[config.mk]
export PLATFORM = sky130hd
export DESIGN_NAME = gmfm_top
export DESIGN_NICKNAME = d
export VERILOG_FILES = /design/src/gmfm_pkg.sv /design/src/gmfm_top.sv
export SDC_FILE = /design/constraint.sdc
export NUM_CORES = 1
export LEC_CHECK = 0
export BUFFER_PORTS_ARGS = -buffer_cell sky130_fd_sc_hd__buf_2
export CAP_MARGIN = 0
export CORE_ASPECT_RATIO = 0.7
export CORE_MARGIN = 5
export CORE_UTILIZATION = 50
export DETAILED_ROUTE_END_ITERATION = 7
export PLACE_DENSITY_LB_ADDON = 0.12
export RECOVER_POWER = 50
export SYNTH_ARGS = -nofsm -noshare
export SYNTH_HDL_FRONTEND = slang
export SYNTH_SLANG_ARGS = --single-unit
[constraint.sdc]
create_clock -name i_sys_clk -period 7.7 [get_ports i_sys_clk]
set_clock_uncertainty 0.2 [all_clocks]
set_input_delay 0.385 -clock i_sys_clk [delete_from_list [all_inputs] [get_ports i_sys_clk]]
set_output_delay 0.385 -clock i_sys_clk [all_outputs]
set_load 0.05 [all_outputs]
[src/gmfm_pkg.sv]
// shared constants for the governor mode and fault monitor
package gmfm_pkg;
    // ============================================================
    // clock and timing
    localparam int CLK_FREQ_KHZ = 10000;
    localparam int PERSIST_TIME_MS = 650;
    localparam int ZERO_SPEED_TIME_US = 13000;
    localparam int PERSIST_CYC = PERSIST_TIME_MS * CLK_FREQ_KHZ;
    localparam int ZERO_SPEED_CYC = (ZERO_SPEED_TIME_US * CLK_FREQ_KHZ) / 1000;
    localparam int MS_TICK_CYC = CLK_FREQ_KHZ;
    localparam int CNT_W = 23;
    // ============================================================
    // thresholds: millivolts, degrees C (signed 12 bit)
    localparam logic [15:0] SUPPLY_HIGH_MV = 16'h80E8;
    localparam logic [15:0] SUPPLY_LOW_MV = 16'h186A;
    localparam logic [15:0] POS_HIGH_MV = 16'h128E;
    localparam logic [15:0] POS_LOW_MV = 16'h00FA;
    localparam logic signed [11:0] DERATE_START_C = 12'sh075;
    localparam logic signed [11:0] DERATE_ZERO_C = 12'sh07D;
    localparam logic signed [11:0] OTEMP_SET_C = 12'sh07D;
    localparam logic signed [11:0] OTEMP_CLR_C = 12'sh078;
    localparam logic signed [11:0] TSENS_HIGH_C = 12'sh096;
    localparam logic signed [11:0] TSENS_LOW_C = -12'sh02D;
    localparam logic signed [11:0] TSENS_HIGH_CLR_C = 12'sh091;
    localparam logic signed [11:0] TSENS_LOW_CLR_C = -12'sh028;
    localparam logic [7:0] CURRENT_FULL = 8'hFF;
    localparam int DERATE_SHIFT = 5;
    // ============================================================
    // fault indices
    localparam int NFLT = 7;
    localparam int F_SUPPLY = 0;
    localparam int F_TSENS = 1;
    localparam int F_OTEMP = 2;
    localparam int F_ZSPEED = 3;
    localparam int F_STOP = 4;
    localparam int F_NVM = 5;
    localparam int F_POS = 6;
    // faults that open the external status output
    localparam logic [6:0] EXT_STATUS_MASK = 7'h67;
    // ============================================================
    // register map (byte addresses) and reset values
    localparam logic [7:0] REG_CTRL = 8'h00;
    localparam logic [7:0] REG_START_SPD = 8'h04;
    localparam logic [7:0] REG_RUN_SPD = 8'h08;
    localparam logic [7:0] REG_SFL = 8'h0C;
    localparam logic [7:0] REG_STOP_DLY = 8'h10;
    localparam logic [7:0] REG_CMD = 8'h14;
    localparam logic [7:0] REG_STATUS = 8'h18;
    localparam logic [7:0] REG_LOG = 8'h1C;
    localparam int CTRL_DUAL_BIT = 0;
    localparam int CTRL_PSTOP_BIT = 1;
    localparam int CTRL_HOLD_LSB = 8;
    localparam int CMD_RESET_BIT = 0;
    localparam int CMD_CLRLOG_BIT = 1;
    localparam int STAT_MODE_LSB = 8;
    localparam int STAT_HEALTHY_BIT = 16;
    localparam logic [15:0] RST_CTRL = 16'h4000;
    localparam logic [15:0] RST_START1 = 16'h0064;
    localparam logic [15:0] RST_START2 = 16'h00C8;
    localparam logic [15:0] RST_RUN_SPD = 16'h012C;
    localparam logic [15:0] RST_SFL1 = 16'h8000;
    localparam logic [15:0] RST_SFL2 = 16'h6000;
    localparam logic [15:0] RST_STOP_DLY = 16'h03E8;
    localparam logic [15:0] RAMP_STEP = 16'h0010;
    // ============================================================
    // control modes, one-hot
    typedef enum logic [6:0] {
        M_STOPPING = 7'h01,
        M_STOPPED = 7'h02,
        M_POWERDOWN = 7'h04,
        M_START1 = 7'h08,
        M_START2 = 7'h10,
        M_RAMPING = 7'h20,
        M_RATED = 7'h40
    } gmfm_mode_t;
endpackage : gmfm_pkg

[src/gmfm_top.sv]
// governor mode sequencer, fault monitor, current derate and AHB-Lite register file
//
// Our own choices: the register offsets and the AHB-Lite register port.
`timescale 1ns/10ps
// Function
// full current to 117C, linear to zero at 125C
// stopping drives closed, zero speed enters stopped
// stopped: hold current after delay, start if clear
// power-down only when stopped and run disabled
// speed over start1 selects start fuel one
// dual start: over start2 selects start fuel two
// any shutdown forces minimum fuel demand
// supply, sensor and over-temp faults clear themselves when condition goes
// any active fault drops healthy output
// every fault sets sticky log until cleared
// supply out of 6.25..33 V 650 ms
// temp sensor fault with five degree hysteresis
// over-temperature above 125, clear below 120
// hardware shutdowns open external status output
// zero speed stop until stopped or power-down
// stop input 650 ms, held until speed zero
// memory failure goes limp until reset
// position sensor fault drives failsafe, latches
// persistence timers restart when condition absent
// commanded stop gives minimum position demand
module gmfm_top
    import gmfm_pkg::*;
#(
    parameter int P_PERSIST_CYC = PERSIST_CYC,
    parameter int P_ZERO_SPEED_CYC = ZERO_SPEED_CYC,
    parameter int P_MS_TICK_CYC = MS_TICK_CYC
) (
    // clock and reset
    input wire logic i_sys_clk,
    input wire logic i_sys_rst,
    // ahb-lite slave
    input wire logic i_hsel,
    input wire logic [31:0] i_haddr,
    input wire logic [1:0] i_htrans,
    input wire logic i_hwrite,
    input wire logic [2:0] i_hsize,
    input wire logic [31:0] i_hwdata,
    input wire logic i_hready,
    output logic [31:0] o_hrdata,
    output logic o_hreadyout,
    output logic o_hresp,
    // measurements and discrete inputs
    input wire logic [15:0] i_speed_rpm,
    input wire logic [15:0] i_supply_mv,
    input wire logic signed [11:0] i_board_temp_c,
    input wire logic [15:0] i_pos_sense_mv,
    input wire logic i_run_enable,
    input wire logic i_stop_open,
    input wire logic [15:0] i_rated_demand,
    // nonvolatile log memory
    input wire logic i_nvm_fail,
    input wire logic [6:0] i_nvm_log,
    output logic [6:0] o_nvm_log,
    output logic o_nvm_log_wr,
    // actuator and indications
    output logic [15:0] o_pos_demand,
    output logic [7:0] o_current_limit,
    output logic o_pos_ctrl_en,
    output logic o_hold_current,
    output logic o_failsafe_drive,
    output logic o_healthy,
    output logic o_ext_status_on,
    output logic [6:0] o_mode
);

    // ============================================================
    // elaboration checks
    if (P_PERSIST_CYC < 1 || P_PERSIST_CYC >= (1 << CNT_W)) begin : g_chk_persist
        $error("bad persistence count");
    end
    if (P_ZERO_SPEED_CYC < 1 || P_ZERO_SPEED_CYC >= (1 << CNT_W)) begin : g_chk_zspd
        $error("bad zero speed count");
    end
    if (P_MS_TICK_CYC < 1 || P_MS_TICK_CYC >= 65536) begin : g_chk_tick
        $error("bad tick count");
    end

    // ============================================================
    // state
    typedef struct packed {
        gmfm_mode_t mode;
        logic [NFLT-1:0] fault;
        logic [NFLT-1:0][CNT_W-1:0] pcnt;
        logic [NFLT-1:0] log;
        logic log_loaded;
        logic [15:0] ctrl, start1, start2, run_spd, sfl1, sfl2, stop_dly, ms_cnt, hold_cnt;
        logic ap_valid, ap_write;
        logic [7:0] ap_addr;
        logic [31:0] hrdata;
        logic hreadyout;
        logic [15:0] demand;
        logic [7:0] climit;
        logic pos_en, hold, failsafe, healthy, ext_on, nvm_wr;
    } gmfm_state_t;

    gmfm_state_t s_q;
    gmfm_state_t s_d;

    // ============================================================
    // combinational helpers
    logic [NFLT-1:0] cond, clr_ok;
    logic [NFLT-1:0][CNT_W-1:0] plimit;
    logic shutdown, running, speed_zero, ms_tick, cmd_reset, cmd_clrlog, wr_en, ap_take;
    logic [7:0] derate;
    logic signed [11:0] derate_diff;

    // register read mux
    function automatic logic [31:0] gmfm_read(input gmfm_state_t s, input logic [7:0] addr);
        unique case (addr)
            REG_CTRL: return {16'h0000, s.ctrl};
            REG_START_SPD: return {s.start2, s.start1};
            REG_RUN_SPD: return {16'h0000, s.run_spd};
            REG_SFL: return {s.sfl2, s.sfl1};
            REG_STOP_DLY: return {16'h0000, s.stop_dly};
            REG_STATUS: return {15'h0000, s.healthy, 1'b0, s.mode, 1'b0, s.fault};
            REG_LOG: return {25'h0000000, s.log};
            default: return 32'h0000_0000;
        endcase
    endfunction : gmfm_read

    always_comb begin
        derate_diff = DERATE_ZERO_C - i_board_temp_c;
        speed_zero = (i_speed_rpm == 16'h0000);
        running = s_q.mode inside {M_START1, M_START2, M_RAMPING, M_RATED};
        ms_tick = (s_q.ms_cnt == 16'(P_MS_TICK_CYC - 1));
        // data phase of a write lands in the cycle after the address phase
        wr_en = s_q.ap_valid && s_q.ap_write;
        ap_take = i_hsel && i_htrans[1] && i_hready;
        cmd_reset = wr_en && (s_q.ap_addr == REG_CMD) && i_hwdata[CMD_RESET_BIT];
        cmd_clrlog = wr_en && (s_q.ap_addr == REG_CMD) && i_hwdata[CMD_CLRLOG_BIT];
    end

    // fault conditions and the conditions that let each fault drop
    always_comb begin
        // supply window
        cond[F_SUPPLY] = (i_supply_mv > SUPPLY_HIGH_MV) || (i_supply_mv < SUPPLY_LOW_MV);
        // sensor range
        cond[F_TSENS] = (i_board_temp_c > TSENS_HIGH_C) || (i_board_temp_c < TSENS_LOW_C);
        // over-temperature level
        cond[F_OTEMP] = (i_board_temp_c > OTEMP_SET_C);
        // below half start speed while running
        cond[F_ZSPEED] = running && (i_speed_rpm < {1'b0, s_q.start1[15:1]});
        // stop input or panel stop
        cond[F_STOP] = i_stop_open || s_q.ctrl[CTRL_PSTOP_BIT];
        cond[F_NVM] = i_nvm_fail;
        // position sensor window
        cond[F_POS] = (i_pos_sense_mv > POS_HIGH_MV) || (i_pos_sense_mv < POS_LOW_MV);
        // non-latching drops
        clr_ok[F_SUPPLY] = !cond[F_SUPPLY];
        // hysteresis clear
        clr_ok[F_TSENS] = (i_board_temp_c < TSENS_HIGH_CLR_C) && (i_board_temp_c > TSENS_LOW_CLR_C);
        // clear below 120
        clr_ok[F_OTEMP] = (i_board_temp_c < OTEMP_CLR_C);
        // safe state reached
        clr_ok[F_ZSPEED] = (s_q.mode == M_STOPPED) || (s_q.mode == M_POWERDOWN);
        // held until speed zero
        clr_ok[F_STOP] = speed_zero && !cond[F_STOP];
        // only system reset clears it
        clr_ok[F_NVM] = 1'b0;
        // latched until reset command
        clr_ok[F_POS] = cmd_reset && !cond[F_POS];
        plimit = {NFLT{CNT_W'(P_PERSIST_CYC)}};
        plimit[F_ZSPEED] = CNT_W'(P_ZERO_SPEED_CYC);
        plimit[F_NVM] = CNT_W'(1);
    end

    // linear derate between the two temperature points
    always_comb begin
        // derate curve
        if (i_board_temp_c <= DERATE_START_C) begin
            derate = CURRENT_FULL;
        end else if (i_board_temp_c >= DERATE_ZERO_C) begin
            derate = 8'h00;
        end else begin
            derate = 8'({derate_diff[2:0], 5'h00});
        end
    end

    // ============================================================
    // next state
    always_comb begin
        s_d = s_q;
        s_d.nvm_wr = 1'b0;
        s_d.ms_cnt = ms_tick ? 16'h0000 : s_q.ms_cnt + 16'h0001;

        // bus slave: zero wait, always OKAY
        s_d.hreadyout = 1'b1;
        s_d.ap_valid = ap_take;
        if (ap_take) begin
            s_d.ap_write = i_hwrite;
            s_d.ap_addr = {i_haddr[7:2], 2'b00};
            s_d.hrdata = i_hwrite ? 32'h0000_0000 : gmfm_read(s_q, {i_haddr[7:2], 2'b00});
        end
        if (wr_en) begin
            unique case (s_q.ap_addr)
                REG_CTRL: s_d.ctrl = i_hwdata[15:0];
                REG_START_SPD: begin
                    s_d.start1 = i_hwdata[15:0];
                    s_d.start2 = i_hwdata[31:16];
                end
                REG_RUN_SPD: s_d.run_spd = i_hwdata[15:0];
                REG_SFL: begin
                    s_d.sfl1 = i_hwdata[15:0];
                    s_d.sfl2 = i_hwdata[31:16];
                end
                REG_STOP_DLY: s_d.stop_dly = i_hwdata[15:0];
                default: s_d.ctrl = s_q.ctrl;
            endcase
        end

        // persistence timers and fault flags
        for (int i = 0; i < NFLT; i++) begin
            // restart on any gap
            if (!cond[i]) begin
                s_d.pcnt[i] = '0;
            end else if (s_q.pcnt[i] < plimit[i]) begin
                s_d.pcnt[i] = s_q.pcnt[i] + CNT_W'(1);
            end
            // set wins over any clear in the same cycle
            if (cond[i] && s_q.pcnt[i] >= plimit[i] - CNT_W'(1)) begin
                s_d.fault[i] = 1'b1;
            end else if (clr_ok[i]) begin
                // auto clear
                s_d.fault[i] = 1'b0;
            end
        end

        // sticky log, restored once after reset, set beats clear
        if (!s_q.log_loaded) begin
            s_d.log = i_nvm_log;
            s_d.log_loaded = 1'b1;
        end else begin
            s_d.log = (cmd_clrlog ? '0 : s_q.log) | s_d.fault;
            s_d.nvm_wr = (s_d.log != s_q.log);
        end

        // mode sequencer
        unique case (s_q.mode)
            M_STOPPING: begin
                // closed until speed zero
                if (speed_zero) begin
                    s_d.mode = M_STOPPED;
                    s_d.hold_cnt = 16'h0000;
                end
            end
            M_STOPPED: begin
                if (ms_tick && s_q.hold_cnt != s_q.stop_dly) begin
                    s_d.hold_cnt = s_q.hold_cnt + 16'h0001;
                end
                // power-down entry
                if (!i_run_enable) begin
                    s_d.mode = M_POWERDOWN;
                // start only with no shutdown; start fuel one
                end else if (!shutdown && i_speed_rpm > s_q.start1) begin
                    s_d.mode = M_START1;
                end
            end
            M_POWERDOWN: begin
                if (i_run_enable) begin
                    s_d.mode = M_STOPPED;
                    s_d.hold_cnt = 16'h0000;
                end
            end
            M_START1: begin
                // second start fuel when configured
                if (s_q.ctrl[CTRL_DUAL_BIT] && i_speed_rpm > s_q.start2) begin
                    s_d.mode = M_START2;
                end else if (i_speed_rpm >= s_q.run_spd) begin
                    s_d.mode = M_RAMPING;
                end
            end
            M_START2: begin
                if (i_speed_rpm >= s_q.run_spd) begin
                    s_d.mode = M_RAMPING;
                end
            end
            M_RAMPING: begin
                if (s_q.demand == i_rated_demand) begin
                    s_d.mode = M_RATED;
                end
            end
            M_RATED: s_d.mode = M_RATED;
            default: s_d.mode = M_STOPPING;
        endcase
        // shutdown pulls any running mode into stopping
        if (shutdown && running) begin
            s_d.mode = M_STOPPING;
        end

        // position demand per mode
        unique case (s_d.mode)
            // start fuel one value
            M_START1: s_d.demand = s_q.sfl1;
            // start fuel two value
            M_START2: s_d.demand = s_q.sfl2;
            M_RAMPING: begin
                // ramp one step per millisecond toward the rated demand
                if (!ms_tick) begin
                    s_d.demand = s_q.demand;
                end else if (s_q.demand + RAMP_STEP < i_rated_demand &&
                             s_q.demand < 16'hFFFF - RAMP_STEP) begin
                    s_d.demand = s_q.demand + RAMP_STEP;
                end else if (s_q.demand > i_rated_demand + RAMP_STEP &&
                             i_rated_demand < 16'hFFFF - RAMP_STEP) begin
                    s_d.demand = s_q.demand - RAMP_STEP;
                end else begin
                    s_d.demand = i_rated_demand;
                end
            end
            M_RATED: s_d.demand = i_rated_demand;
            default: s_d.demand = 16'h0000;
        endcase
        // minimum fuel on shutdown; stop commands too
        if (shutdown || s_d.fault[F_STOP]) begin
            s_d.demand = 16'h0000;
        end

        // actuator drive
        // controller off in power-down
        s_d.pos_en = (s_d.mode != M_POWERDOWN);
        // hold current after delay, or in power-down
        s_d.hold = (s_d.mode == M_POWERDOWN) ||
                   (s_d.mode == M_STOPPED && s_q.mode == M_STOPPED && s_q.hold_cnt == s_q.stop_dly);
        // failsafe direction by current control
        s_d.failsafe = s_d.fault[F_POS];
        if (s_d.fault[F_NVM] || s_d.fault[F_OTEMP]) begin
            // limp output
            s_d.climit = 8'h00;
        end else if (s_d.hold) begin
            s_d.climit = (s_q.ctrl[15:8] < derate) ? s_q.ctrl[15:8] : derate;
        end else begin
            // derated limit
            s_d.climit = derate;
        end

        // indications
        // healthy only with no fault
        s_d.healthy = (s_d.fault == '0);
        // external status opens
        s_d.ext_on = ((s_d.fault & EXT_STATUS_MASK) == '0);
    end

    assign shutdown = (s_q.fault != '0);

    // ============================================================
    // state register
    always_ff @(posedge i_sys_clk) begin
        if (i_sys_rst) begin
            s_q <= '0;
            s_q.mode <= M_STOPPED;
            s_q.ctrl <= RST_CTRL;
            s_q.start1 <= RST_START1;
            s_q.start2 <= RST_START2;
            s_q.run_spd <= RST_RUN_SPD;
            s_q.sfl1 <= RST_SFL1;
            s_q.sfl2 <= RST_SFL2;
            s_q.stop_dly <= RST_STOP_DLY;
            s_q.pos_en <= 1'b1;
        end else begin
            s_q <= s_d;
        end
    end

    // outputs straight from the state flops, except hresp, which is tied to OKAY
    assign o_hrdata = s_q.hrdata;
    assign o_hreadyout = s_q.hreadyout;
    assign o_hresp = 1'b0;
    assign o_nvm_log = s_q.log;
    assign o_nvm_log_wr = s_q.nvm_wr;
    assign o_pos_demand = s_q.demand;
    assign o_current_limit = s_q.climit;
    assign o_pos_ctrl_en = s_q.pos_en;
    assign o_hold_current = s_q.hold;
    assign o_failsafe_drive = s_q.failsafe;
    assign o_healthy = s_q.healthy;
    assign o_ext_status_on = s_q.ext_on;
    assign o_mode = s_q.mode;

endmodule : gmfm_top

# Word level (Yosys, flattened, before mapping)
# Cells that the tools add are included.
# classes
n_bitwise	9
mux	50
n_addsub	13
n_reduce_logical	61
n_eq_ne	34
magnitude_cmp	35
# op_table
cell	count
case mux 32 bit (7 select lines)	1
2-to-1 mux 218 bit	1
2-to-1 mux 16 bit	11
adder 23 x 1 -> 23 bit (second input constant)	7
greater-or-equal comparator 23 bit (second input constant)	5
< comparator 23 bit (second input constant)	5
2-to-1 mux 112 bit	1
2-to-1 mux 32 bit	3
2-to-1 mux 7 bit	10
case mux 16 bit (4 select lines)	1
case mux 7 bit (7 select lines)	1
greater-than comparator 16 bit	3
case mux 16 bit (3 select lines)	1
2-to-1 mux 41 bit	1
2-to-1 mux 8 bit	5
adder 16 x 1 -> 16 bit (second input constant)	2
adder 16 x 5 -> 16 bit (second input constant)	2
== test 16 bit	2
< comparator 16 bit (second input constant)	2
== test 6 x 3 -> 1 bit (second input constant)	5
logical AND 1 bit	25
== test 6 x 2 -> 1 bit (second input constant)	4
greater-or-equal comparator 23 x 1 -> 1 bit (second input constant)	1
greater-or-equal comparator 23 x 17 -> 1 bit (second input constant)	1
other kinds (48)	102
# word_totals
output_inout_bits	78
reg_bits	398
wordCells	235
inputBits	160

# Longest topological paths before layout
# logic_depth
word_depth	14
mapped_depth	17
ltp_nobuf	14

# Worst setup path before layout
# No wires, ideal clock.
# synth_timing
path_type	reg-to-reg
start	register s_q, in the netlist o_pos_demand[6]
end	register s_q, in the netlist o_pos_demand[10]
arrival_ps	3581
path_slack_ps	3783
path_stages_with_launch	16
required_time_ps	7365
path_buffers	2
setup_time_ps	135
period_less_slack_ps	3917
cell_sequence	dfxtp_1 clkbuf_1 nand2_1 nor3_1 nand4_1 xnor2_1 ha_1 and4_1 a21oi_1 a21boi_0 a2111oi_1 and2_1 clkbuf_1 o31ai_1 a221oi_1 o2bb2ai_1
# synth_via
elab_chain_cells	6
word_cells_on_any_way	20
cone_classes	add/sub: 2; order compare: 3; eq/ne: 6; mux: 7; reduce/logical: 2
# synth_rtl
item	line	rtl
start, declared	gmfm_top.sv:101	gmfm_state_t s_q;
adder 16 x 5 -> 16 bit, or another cell as far along	gmfm_top.sv:305, gmfm_top.sv:307	
< comparator 16 bit, or another cell as far along	gmfm_top.sv:305	end else if (s_q.demand + RAMP_STEP < i_rated_demand &&
logical AND 1 bit, or another cell as far along	gmfm_top.sv:305	
2-to-1 mux 16 bit / 2-to-1 mux 7 bit (equally long branches)	gmfm_top.sv:305, gmfm_top.sv:291	
2-to-1 mux 16 bit, or another cell as far along	gmfm_top.sv:303	if (!ms_tick) begin
case mux 16 bit (4 select lines) / != test 2 bit (equally long branches)	n/a	
# Several ways; a longest one is shown, not always the timed one. The select of a mux whose other input is x is not followed.
# A chain may end at the register's enable or synchronous reset.

# Worst setup path in the final report
# layout_timing
start	input port i_sys_rst
end	register s_q[163] (netlist name)
# layout_lines
item	line	rtl
start, declared	gmfm_top.sv:35	input wire logic i_sys_rst,
# No word-level cell between the ends.

==> run summary <==
Status: finished with violations
Failing checks: max-capacitance violations, max-slew violations
Starting Density: 50.9%
Worst hold margin: 36.6 ps
Fin nets: 2,974
Hold crit path type: in -> reg
Pin count of the biggest net entering global routing: 80
VDD IR-drop max: 241 uV
Area contributors post-synth: dfxtp_1 36%, ha_1 6.7%, nand2_1 5.8%
FILL cells: 3,797
Overflow after GRT: 0
Post-DP Area: 0.0218 mm2
Fin Setup TNS: 0 ps
Count of cell types in the netlist: 89
Post-synth ARST share: 0%
Residual DRC count: 0
Ys flop type: dfxtp_1
Die height: 181 um
Initial antenna violation count: 6
Worst-path clk slew: 60 ps
EDFF count, synth: 0
Synth warn: 0
Area share of the largest cell type after synthesis: 35.6%
CP Class: in -> reg
Postcts setup bufs: 0
Max Cap Violations: 3
Vias: 19,217
Final period util: 72.3%
Final std cell area, no fill: 0.0235 mm2
CTS H-tree depth: 2
Top cell type by total area after synthesis: dfxtp_1
Root Buffer: clkbuf_16
Clock latency at the later pin of the worst-skew pair: 560 ps
Wire per inst: 19.9 um
Crit-path max FO: 79
Endpoints failing setup: 0
Die Area: 0.0462 mm2
Register area: 0.00747 mm2
Number of global-route vias before repair: 17,723
Post-route minimum period: 5570 ps
Area grow syn2layout: 12.2%
Vias/cell: 5.86
Final core utilization: 57.1%
Clock buffer depth: 3
# rows: 62
P_leak: 8.68 nW
Antenna-violating nets left: 0
Worst relative slew slack: -126%
Die Wd: 255 um
Syn Nets: 2,853
CTS tree: built
Cells after Synth: 2,581
DRT iter0 DRCs: 1,846
Register area share after synthesis: 35.6%
Synthesized area: 0.0210 mm2
Data arrival time of the critical path: 5720 ps
Layout cells sized above 1: 8.72%
Total Wirelength: 65,200 um
Global Route Usage Sum: 26.9%
Floorplan core area: 0.0412 mm2
Worst-Margin Slew: 3390 ps
Hold Fails Final Rpt: 0
Syn Area/Cell: 8.12 um2
Max Fclk: 180 MHz
Drt first pass iters: 5
Element type at the critical path end: flip-flop
Num CTS Buffers: 39
# clock sinks: 373
Post-DP HPWL: 49,000 um
First-pass GRT wire length: 100,000 um
I/O Buffers: 206
RSZ-0062 raised after global routing: no
Worst endpoint required time: 7850 ps
Multi-input logic area: 0.0121 mm2
Pwr per Cell Area: 192 mW/mm2
# IOs: 238
CP startpoint kind: primary input
Yosys reg bits: 373
Routability cong.: 0.973
Slew Viols, Final: 184
==> worst max-delay path, cell delays in order <==
cell           delay (ps)
dlygate4sd3_1         540
clkbuf_1              560
clkbuf_1             2430
clkbuf_2             1570
nor2_1                150
==> power by group <==
part	switching (W)	internal, W
sequential	0.0000541	0.00196
clock	0.000815	0.00117
combinational	0.000363	0.000162
total	0.00123	0.00329
==> state kept, by name, indices dropped and copies added (netlist names) <==
register         flops
o_ext_status_on      1
o_healthy            1
s_q                297
o_nvm_log            7
o_hrdata            32
o_mode               7
o_pos_ctrl_en        1
o_nvm_log_wr         1
o_hold_current       1
o_current_limit      8
o_hreadyout          1
o_pos_demand        16
==> cell type report <==
class / count / area share, %
diodes: 3 / 0.0319
clock buffers: 51 / 4.60
clock inverters: 18 / 1.04
inverters: 104 / 1.66
multi-input cells: 1914 / 51.6
flip-flops and latches: 373 / 31.7
well taps: 544 / 2.89
repair buffers: 270 / 6.47
==> cell usage after synthesis, drive strengths merged (6+ instances only) <==
cell and instances:
nand4 64, o2111ai 11, xnor2 100, nor4b 15, nor4 33, a22o 17
o2bb2ai 11, mux2i 59, nor2b 9, or3 24, buf 88, clkbuf 102
and4 17, dfxtp 373, nand2 326, a221oi 13, o211ai 24, and2 16
nand3 101, or4 11, mux4 6, a31oi 11, a21o 10, nor3 46
o21a 16, o21ai 68, and3 45, o32ai 8, nand2b 12, nor2 298
a21oi 187, a211oi 18, o31ai 19, or2 8, inv 103, xor2 88
a22oi 34, ha 112, a311oi 7, o22ai 6
==> final timing paths <==
path                          start              end  slack (ps)  cells past startpoint
setup / recovery          i_sys_rst         s_q[163]        2130                      5
hold / removal    i_rated_demand[0]  o_pos_demand[0]          40                      4
setup reg to reg    o_pos_demand[6]  o_pos_demand[5]        2790                     14
hold reg to reg            s_q[315]         s_q[315]         230                      2
==> layer usage <==
layer | global-route usage [%] | share of wire [%] | vias to the layer above
li1 | - | - | 9323
met1 | 40.2 | 47 | 9070
met2 | 38.1 | 41 | 722
met3 | 8.31 | 11 | 94
met4 | 5.72 | 2.0 | 8
met5 | 0 | 0.054 | -
==> cell families (layout without fill, tap and decap cells) <==
| group | Yosys count | count (layout) | synth area share, % |
|---|---|---|---|
| other | 1 | 4 | 0.0179 |
| DFF | 373 | 373 | 35.6 |
| muxes | 67 | 67 | 3.57 |
| AOI/OAI and AO/OA | 504 | 504 | 15.9 |
| buffers and inverters | 294 | 443 | 6.61 |
| xor gates and xnor gates | 188 | 188 | 7.85 |
| adders and majority gates | 112 | 112 | 6.68 |
| and+or+nand+nor | 1042 | 1042 | 23.8 |
==> layout by cell type, fill, tap and decap left out, types with 19 or more instances in the layout <==
| master | count |
|---|---|
| nor2_1 | 297 |
| ha_1 | 112 |
| nand2_1 | 326 |
| clkbuf_1 | 88 |
| nand3_1 | 99 |
| nand4_1 | 64 |
| nor4_1 | 29 |
| buf_2 | 128 |
| nor3_1 | 46 |
| dlygate4sd3_1 | 49 |
| and3_1 | 45 |
| o211ai_1 | 24 |
| o21ai_0 | 63 |
| xor2_1 | 88 |
| a21oi_1 | 185 |
| dfxtp_1 | 373 |
| inv_1 | 103 |
| a22oi_1 | 33 |
| clkbuf_16 | 40 |
| xnor2_1 | 100 |
| or3_1 | 24 |
| o31ai_1 | 19 |
| mux2i_1 | 59 |
==> timing repair <==
action / 4_1_cts / 5_1_grt
gates resized for setup: 0 / 0
hold buffers: 49 / 0
hold endpoints to repair: 112 / 0
==> per-stage QoR <==
stage	cells	setup slack [ps]	power, W
final	3277	2130	0.00452
after global routing	3275	1890	0.00468
after CTS	3274	2940	0.00455
after detailed placement	3156	2950	0.00255
after global placement	3156	3020	0.00254
after floorplan	2581	3780	0.00238
Power figures use the tool's default switching activity.
